--- src/inc/jk_bistable_defs.svh ---
`ifndef JK_BISTABLE_DEFS_SVH
`define JK_BISTABLE_DEFS_SVH

// Logic values of the stored state
`define JK_STATE_ONE    1'h1
`define JK_STATE_ZERO   1'h0
// Reset value of the stored state
`define JK_STATE_RESET  1'h0
// Value both outputs take while both forcing inputs are active
`define JK_BOTH_FORCED  1'h1

`endif

--- src/inc/jk_bistable_pkg.sv ---
package jk_bistable_pkg;

  // Polarity of one terminal: 1 means active low, or falling edge for the command input
  typedef struct packed {
    logic j_low;
    logic k_low;
    logic cmd_falling;
    logic set_low;
    logic clear_low;
    logic true_low;
    logic inv_low;
  } polarity_t;

  // Raw pin levels from upstream logic
  typedef struct packed {
    logic j;
    logic k;
    logic cmd;
    logic forced_set;
    logic forced_clear;
  } pins_in_t;

  // Pin levels driven downstream
  typedef struct packed {
    logic true_out;
    logic inverted_out;
  } pins_out_t;

  // Whole state of the bistable
  typedef struct packed {
    logic sync1_cmd;
    logic sync2_cmd;
    logic prev_cmd;
    logic sync1_j;
    logic sync2_j;
    logic sync1_k;
    logic sync2_k;
    logic sync1_set;
    logic sync2_set;
    logic sync1_clear;
    logic sync2_clear;
    logic stored;
    logic both_forced;
    pins_out_t out;
  } state_t;

endpackage

--- src/rtl/jk_bistable_with_polarity.sv ---
`timescale 1ns/1ps
`include "jk_bistable_defs.svh"

// Operation
// - Unmarked terminal: one is HIGH; marked terminal: one is LOW.
// - Only an input's active level or edge may change the outputs.
// - Two complementary outputs; true output is the state, other its inverse; here both forcing inputs active drive both outputs to logic one.
// - Preparatory inputs only select the next state, never change outputs directly.
// - Active command edge loads the state chosen by sampled preparatory inputs.
// - Set active, clear inactive at active edge gives true one, inverted zero.
// - Clear active, set inactive at active edge gives true zero, inverted one.
// - Both active reverses; both inactive or inactive edge holds state.
// - Command polarity picks rising edge normally, falling edge when inverted.
// - Toggle mode reverses state on every active edge, ignoring preparatory inputs.
// - Active forcing set drives state one, forcing clear zero, overriding all.
module jk_bistable_with_polarity (
  input  wire logic                       clock,
  input  wire logic                       srst,
  input  wire logic                       clock_enable,
  input  wire jk_bistable_pkg::polarity_t polarity,
  input  wire logic                       toggle_mode,
  input  wire jk_bistable_pkg::pins_in_t  pins_in,
  output jk_bistable_pkg::pins_out_t      pins_out
);

  // Whole registered state, its next copy and its copy after reset
  jk_bistable_pkg::state_t state;
  jk_bistable_pkg::state_t next_state;
  jk_bistable_pkg::state_t reset_state;

  // Inactive pin level of every input terminal
  logic idle_j;
  logic idle_k;
  logic idle_cmd;
  logic idle_set;
  logic idle_clear;

  // Raw pin levels at the end of the synchronisers
  logic level_j;
  logic level_k;
  logic level_cmd;
  logic level_prev;
  logic level_set;
  logic level_clear;

  // Logical values of the synchronised pins
  logic prep_j;
  logic prep_k;
  logic set_active;
  logic clear_active;
  logic cmd_level;
  logic prev_level;

  // Preparatory combination at the current sample
  logic [1:0] jk_code;
  logic       jk_hold;
  logic       jk_clear;
  logic       jk_set;
  logic       jk_reverse;

  // Command edge decode
  logic active_edge;
  logic inactive_edge;

  // Forcing decode
  logic force_one;
  logic force_zero;
  logic force_both;

  // Next stored value along the command path and after forcing
  logic load_value;
  logic after_edge;
  logic final_state;

  // Logical output values, then the pin levels they give
  logic true_value;
  logic inv_value;
  logic true_level;
  logic inv_level;

  // An idle preparatory pin carries logic zero, so its level is the polarity bit
  always_comb begin
    idle_j = polarity.j_low;
    idle_k = polarity.k_low;
  end

  // Idle command level; reset loads it so no false edge follows reset
  always_comb begin
    idle_cmd = polarity.cmd_falling;
  end

  // Idle forcing levels; reset loads them so no false force follows reset
  always_comb begin
    idle_set   = polarity.set_low;
    idle_clear = polarity.clear_low;
  end

  // Raw preparatory levels after the second flop
  always_comb begin
    level_j = state.sync2_j;
    level_k = state.sync2_k;
  end

  // Raw command level and the sample before it
  always_comb begin
    level_cmd  = state.sync2_cmd;
    level_prev = state.prev_cmd;
  end

  // Raw forcing levels after the second flop
  always_comb begin
    level_set   = state.sync2_set;
    level_clear = state.sync2_clear;
  end

  // Preparatory pins mapped to logic values
  always_comb begin
    prep_j = level_j ^ polarity.j_low;
    prep_k = level_k ^ polarity.k_low;
  end

  // Forcing pins mapped to logic values
  always_comb begin
    set_active   = level_set ^ polarity.set_low;
    clear_active = level_clear ^ polarity.clear_low;
  end

  // Command levels mapped so that logic one is always the active side
  always_comb begin
    cmd_level  = level_cmd ^ polarity.cmd_falling;
    prev_level = level_prev ^ polarity.cmd_falling;
  end

  // One flag for each preparatory combination
  always_comb begin
    jk_code    = {prep_j, prep_k};

    jk_hold    = 1'h0;
    jk_clear   = 1'h0;
    jk_set     = 1'h0;
    jk_reverse = 1'h0;

    unique case (jk_code)
      2'h0: jk_hold    = 1'h1;
      2'h1: jk_clear   = 1'h1;
      2'h2: jk_set     = 1'h1;
      2'h3: jk_reverse = 1'h1;
    endcase
  end

  // Preparatory inputs only choose what the next active edge loads
  always_comb begin
    load_value = state.stored;

    if (jk_hold) begin
      load_value = state.stored;
    end

    if (jk_set) begin
      load_value = `JK_STATE_ONE;
    end

    if (jk_clear) begin
      load_value = `JK_STATE_ZERO;
    end

    if (jk_reverse) begin
      load_value = ~state.stored;
    end

    if (toggle_mode) begin
      load_value = ~state.stored;
    end
  end

  // Active edge is a zero-to-one step of the logical command; the reverse is inactive
  always_comb begin
    active_edge   = cmd_level & ~prev_level;
    inactive_edge = ~cmd_level & prev_level;
  end

  // Forcing decode; both together is kept apart for a fixed output
  always_comb begin
    force_one  = set_active & ~clear_active;
    force_zero = clear_active & ~set_active;

    force_both = set_active & clear_active;
  end

  // Only an active command edge moves the state; an inactive edge holds it
  always_comb begin
    after_edge = state.stored;

    if (active_edge) begin
      after_edge = load_value;
    end

    if (inactive_edge) begin
      after_edge = state.stored;
    end
  end

  // A lone forcing input acts each cycle it is held and overrides an edge in the same cycle
  always_comb begin
    final_state = after_edge;

    if (force_one) begin
      final_state = `JK_STATE_ONE;
    end

    if (force_zero) begin
      final_state = `JK_STATE_ZERO;
    end

    if (force_both) begin
      final_state = after_edge;
    end
  end

  // Both forcing at once is illegal upstream; a fixed value beats an unknown
  always_comb begin
    true_value = final_state;
    inv_value  = ~final_state;

    if (force_both) begin
      true_value = `JK_BOTH_FORCED;
      inv_value  = `JK_BOTH_FORCED;
    end
  end

  // Output polarity turns logic values into pin levels
  always_comb begin
    true_level = true_value ^ polarity.true_low;
    inv_level  = inv_value ^ polarity.inv_low;
  end

  // Fill the next copy of the state; every pin passes two flops before use
  always_comb begin
    next_state                  = state;

    next_state.sync1_cmd        = pins_in.cmd;
    next_state.sync2_cmd        = state.sync1_cmd;
    next_state.prev_cmd         = state.sync2_cmd;

    next_state.sync1_j          = pins_in.j;
    next_state.sync2_j          = state.sync1_j;
    next_state.sync1_k          = pins_in.k;
    next_state.sync2_k          = state.sync1_k;

    next_state.sync1_set        = pins_in.forced_set;
    next_state.sync2_set        = state.sync1_set;
    next_state.sync1_clear      = pins_in.forced_clear;
    next_state.sync2_clear      = state.sync1_clear;

    next_state.stored           = final_state;
    next_state.both_forced      = force_both;

    next_state.out.true_out     = true_level;
    next_state.out.inverted_out = inv_level;
  end

  // Reset copy: pins look idle, and outputs already carry their polarity
  always_comb begin
    reset_state                  = '0;

    reset_state.sync1_cmd        = idle_cmd;
    reset_state.sync2_cmd        = idle_cmd;
    reset_state.prev_cmd         = idle_cmd;

    reset_state.sync1_j          = idle_j;
    reset_state.sync2_j          = idle_j;
    reset_state.sync1_k          = idle_k;
    reset_state.sync2_k          = idle_k;

    reset_state.sync1_set        = idle_set;
    reset_state.sync2_set        = idle_set;
    reset_state.sync1_clear      = idle_clear;
    reset_state.sync2_clear      = idle_clear;

    reset_state.stored           = `JK_STATE_RESET;
    reset_state.both_forced      = `JK_STATE_ZERO;

    reset_state.out.true_out     = `JK_STATE_RESET ^ polarity.true_low;
    reset_state.out.inverted_out = ~`JK_STATE_RESET ^ polarity.inv_low;
  end

  // Register the state; reset wins over the enable, a low enable freezes all
  always_ff @(posedge clock) begin
    if (srst) begin
      state <= reset_state;
    end else if (clock_enable) begin
      state <= next_state;
    end
  end

  // Outputs come straight from flip-flops
  assign pins_out = state.out;

endmodule

--- config.mk ---
export PLATFORM = sky130hd
export DESIGN_NAME = jk_bistable_with_polarity
export DESIGN_NICKNAME = d
export VERILOG_FILES = /design/src/inc/jk_bistable_pkg.sv /design/src/rtl/jk_bistable_with_polarity.sv
export VERILOG_INCLUDE_DIRS = /design/src /design/src/inc
export SDC_FILE = /design/constraint.sdc
export NUM_CORES = 1
export LEC_CHECK = 0
export BUFFER_PORTS_ARGS = -buffer_cell sky130_fd_sc_hd__clkbuf_2
export CAP_MARGIN = 0
export CORE_MARGIN = 2
export CORE_UTILIZATION = 23
export DETAILED_ROUTE_END_ITERATION = 8
export SKIP_CTS_REPAIR_TIMING = 1
export SYNTH_ARGS = -nofsm -noshare
export SYNTH_HDL_FRONTEND = slang
export SYNTH_SLANG_ARGS = --single-unit
--- constraint.sdc ---
create_clock -name clock -period 5.3 [get_ports clock]
set_clock_uncertainty 0.15 [all_clocks]
set_input_delay 0.53 -clock clock [delete_from_list [all_inputs] [get_ports clock]]
set_output_delay 0.53 -clock clock [all_outputs]
set_load 0.03 [all_outputs]
==> metrics.md <==
| Metric | Value |
|---|---|
| Row count | `20` |
| Boundary pin count | `18` |
| Syn Area/Cell | `13.1 µm²` |
| CTS Buf Count | `3` |
| Fraction of registers with async set/reset | `0%` |
| Max Fclk | `0.528 GHz` |
| Cells after synthesis | `57` |
| Post-synthesis sequential area ratio | `54.9%` |
| Maximum fanout along the worst path | `3` |
| CTS sink count | `14` |
| Fraction of layout cells with a size suffix above 1 | `38.4%` |
| Detailed Route WL | `1490 µm` |
| Status | `complete, no violations` |
| Crit end category | `flop` |
| GRT Util Overall | `8.80%` |
| CTS tree | `built` |
| Worst slew pin tran | `0.694 ns` |
| Worst skew pair latency | `0.28 ns` |
| Via density per instance | `4.52` |
| Adder-Cell Fraction of Synth Area | `1.51%` |
| Util after Layout | `28.8%` |
| Final worst-path cycle share | `35.7%` |
| Global route total overflow | `0` |
| Final ANT Viol Nets | `0` |
| Fin. Hold Viols | `0` |
| Startpoint Class | `flop` |
| MaxCap Viol Count | `0` |
| Post-Syn Area | `747 µm²` |
| Count leader, synth | `edfxtp_1` |
| Area leader, netlist | `edfxtp_1` |
| Root buf cell | `clkbuf_4` |
| Post-DP HPWL | `1130 µm` |
| Area Overhead vs Synth | `18.8%` |
| Rel. slew slack | `53.5%` |
| Die Span Y | `61.0 µm` |
| Leak | `0.350 nW` |
| Vias in the first global route | `504` |
| Syn nets | `73` |
| CORE AREA | `3080 µm²` |
| Routed vias | `529` |
| Netlist cell types | `27` |
| Power per cell area | `283 nW/µm²` |
| Synth top area cells | `edfxtp_1 (52%), a22o_1 (9.4%), xor2_1 (4.7%)` |
| Port bufs | `17` |
| Worst-path clk slew | `0.09 ns` |
| Starting DRC count in detailed routing | `27` |
| Wire per inst | `12.8 µm` |
| Worst path arrival time | `1.78 ns` |
| Post-synth top area share | `52.3%` |
| Largest net degree at the start of global routing | `18` |
| Initial core utilization | `24.3%` |
| Nets@finish | `90` |
| Main combinational cell family by area after synthesis | `compound AO/OA/AOI/OAI gates` |
| GPL Wtd Cong | `0.705` |
| Fin crit period | `1.89 ns` |
| Worst EP required | `5.19 ns` |
| Max-slew violations | `0` |
| Chip width | `61.0 µm` |
| Register bit total from synthesis | `14` |
| Global-route wire length before repair | `2350 µm` |
| Post-synthesis simple-gate area fraction | `6.87%` |
| Post-synth EDFFs | `13` |
| Initial antenna violation count | `0` |
| Multiplexer area fraction after synthesis | `2.85%` |
| Predominant post-synthesis flop cell | `edfxtp_1` |
| Yosys warns | `0` |
| # DRC | `0` |
| # setup viols final | `0` |
| Worst vdd ir | `0.0000679 V` |
| Setup CP Type | `reg -> reg` |
| Clock tree buffer depth | `2` |
| Synth Area in Compound Gates | `22.8%` |
| RSZ-0062 raised after global routing | `false` |
| Drt pass-1 iters | `4` |
| Post-synth top cells | `edfxtp_1 (13), a22o_1 (8), xor2_1 (4)` |
| Hold Crit Class | `in -> reg` |
| Setup TNS | `0 ns` |
| Antenna diodes | `0` |
| Xor and xnor area share after synthesis | `7.04%` |
| Die ar. | `3720 µm²` |
| H-tree levels | `1` |
==> through the flow <==
stage | instance area, µm² | cells | total power [mW] | hold slack (ns) | setup slack, ns
after floorplan | 747 | 57 | 0.177 | 0.358 | 3.44
after global placement | 861 | 113 | 0.189 | 0.363 | 3.20
after detailed placement | 861 | 113 | 0.191 | 0.371 | 3.18
after CTS | 887 | 117 | 0.254 | 0.349 | 3.40
after global routing | 887 | 117 | 0.265 | 0.340 | 3.35
final | 887 | 117 | 0.251 | 0.354 | 3.41
==> critical path, cell delays in order (launching register included) <==
cell and delay [ns]:
edfxtp_1 0.43, nor3b_2 0.18, o22a_1 0.22, mux2i_1 0.25, o21ai_0 0.12, a221o_1 0.30
==> layout by cell type, fill, tap and decap left out, types with 2 or more instances in the layout <==
cell	instances
xnor2_1	2
a22o_2	3
a22o_1	8
a21oi_1	2
clkbuf_2	17
xor2_1	4
clkbuf_4	3
edfxtp_1	13
nor2_1	2
==> power breakdown <==
group,switching [mW],internal (mW),total [mW]
combinational,0.0262,0.0224,0.0486
sequential,0.00512,0.134,0.139
clock,0.0359,0.0273,0.0632
total,0.0673,0.184,0.251
==> layout make-up <==
class | count | area (µm²)
Inverter | 1 | 3.75
Sequential cell | 14 | 410
Timing Repair Buffer | 17 | 85.1
Tap cell | 44 | 55.1
Fill cell | 332 | 2190
Clock inverter | 1 | 3.75
Multi-Input combinational cell | 37 | 307
Clock buffer | 3 | 22.5
==> cell families after synthesis <==
logic type | Yosys count
compound gates | 20
flops | 14
simple gates | 8
xor+xnor | 6
buf+inv | 6
mux | 2
fa+ha+maj | 1
==> registers in the layout, summed over array words and instances (netlist names) <==
signal and flops:
next_state 5, pins_out 2, level_clear 1, level_cmd 1
level_j 1, level_k 1, level_prev 1, level_set 1
state 1
==> routing by layer <==
metal | vias to the layer above | GRT usage, % | routed length [µm] | part of all wire, %
met3 | 2 | 2.13 | 90 | 6.0
met4 | 0 | 4.66 | 8 | 0.54
met5 | - | 0 | 0 | 0
met2 | 21 | 13.4 | 672 | 45
met1 | 249 | 11.5 | 721 | 48
li1 | 257 | - | - | -
==> path summary, 6_finish.rpt <==
kind | startpoint | end | slack (ns) | cells after the start
max reg2reg | level_cmd | pins_out[1] | 3.41 | 5
min | clock_enable | state[3] | 0.35 | 2
min reg2reg | next_state[8] | level_k | 0.40 | 1
max | level_cmd | pins_out[1] | 3.41 | 5
Power figures use the tool's default switching activity.
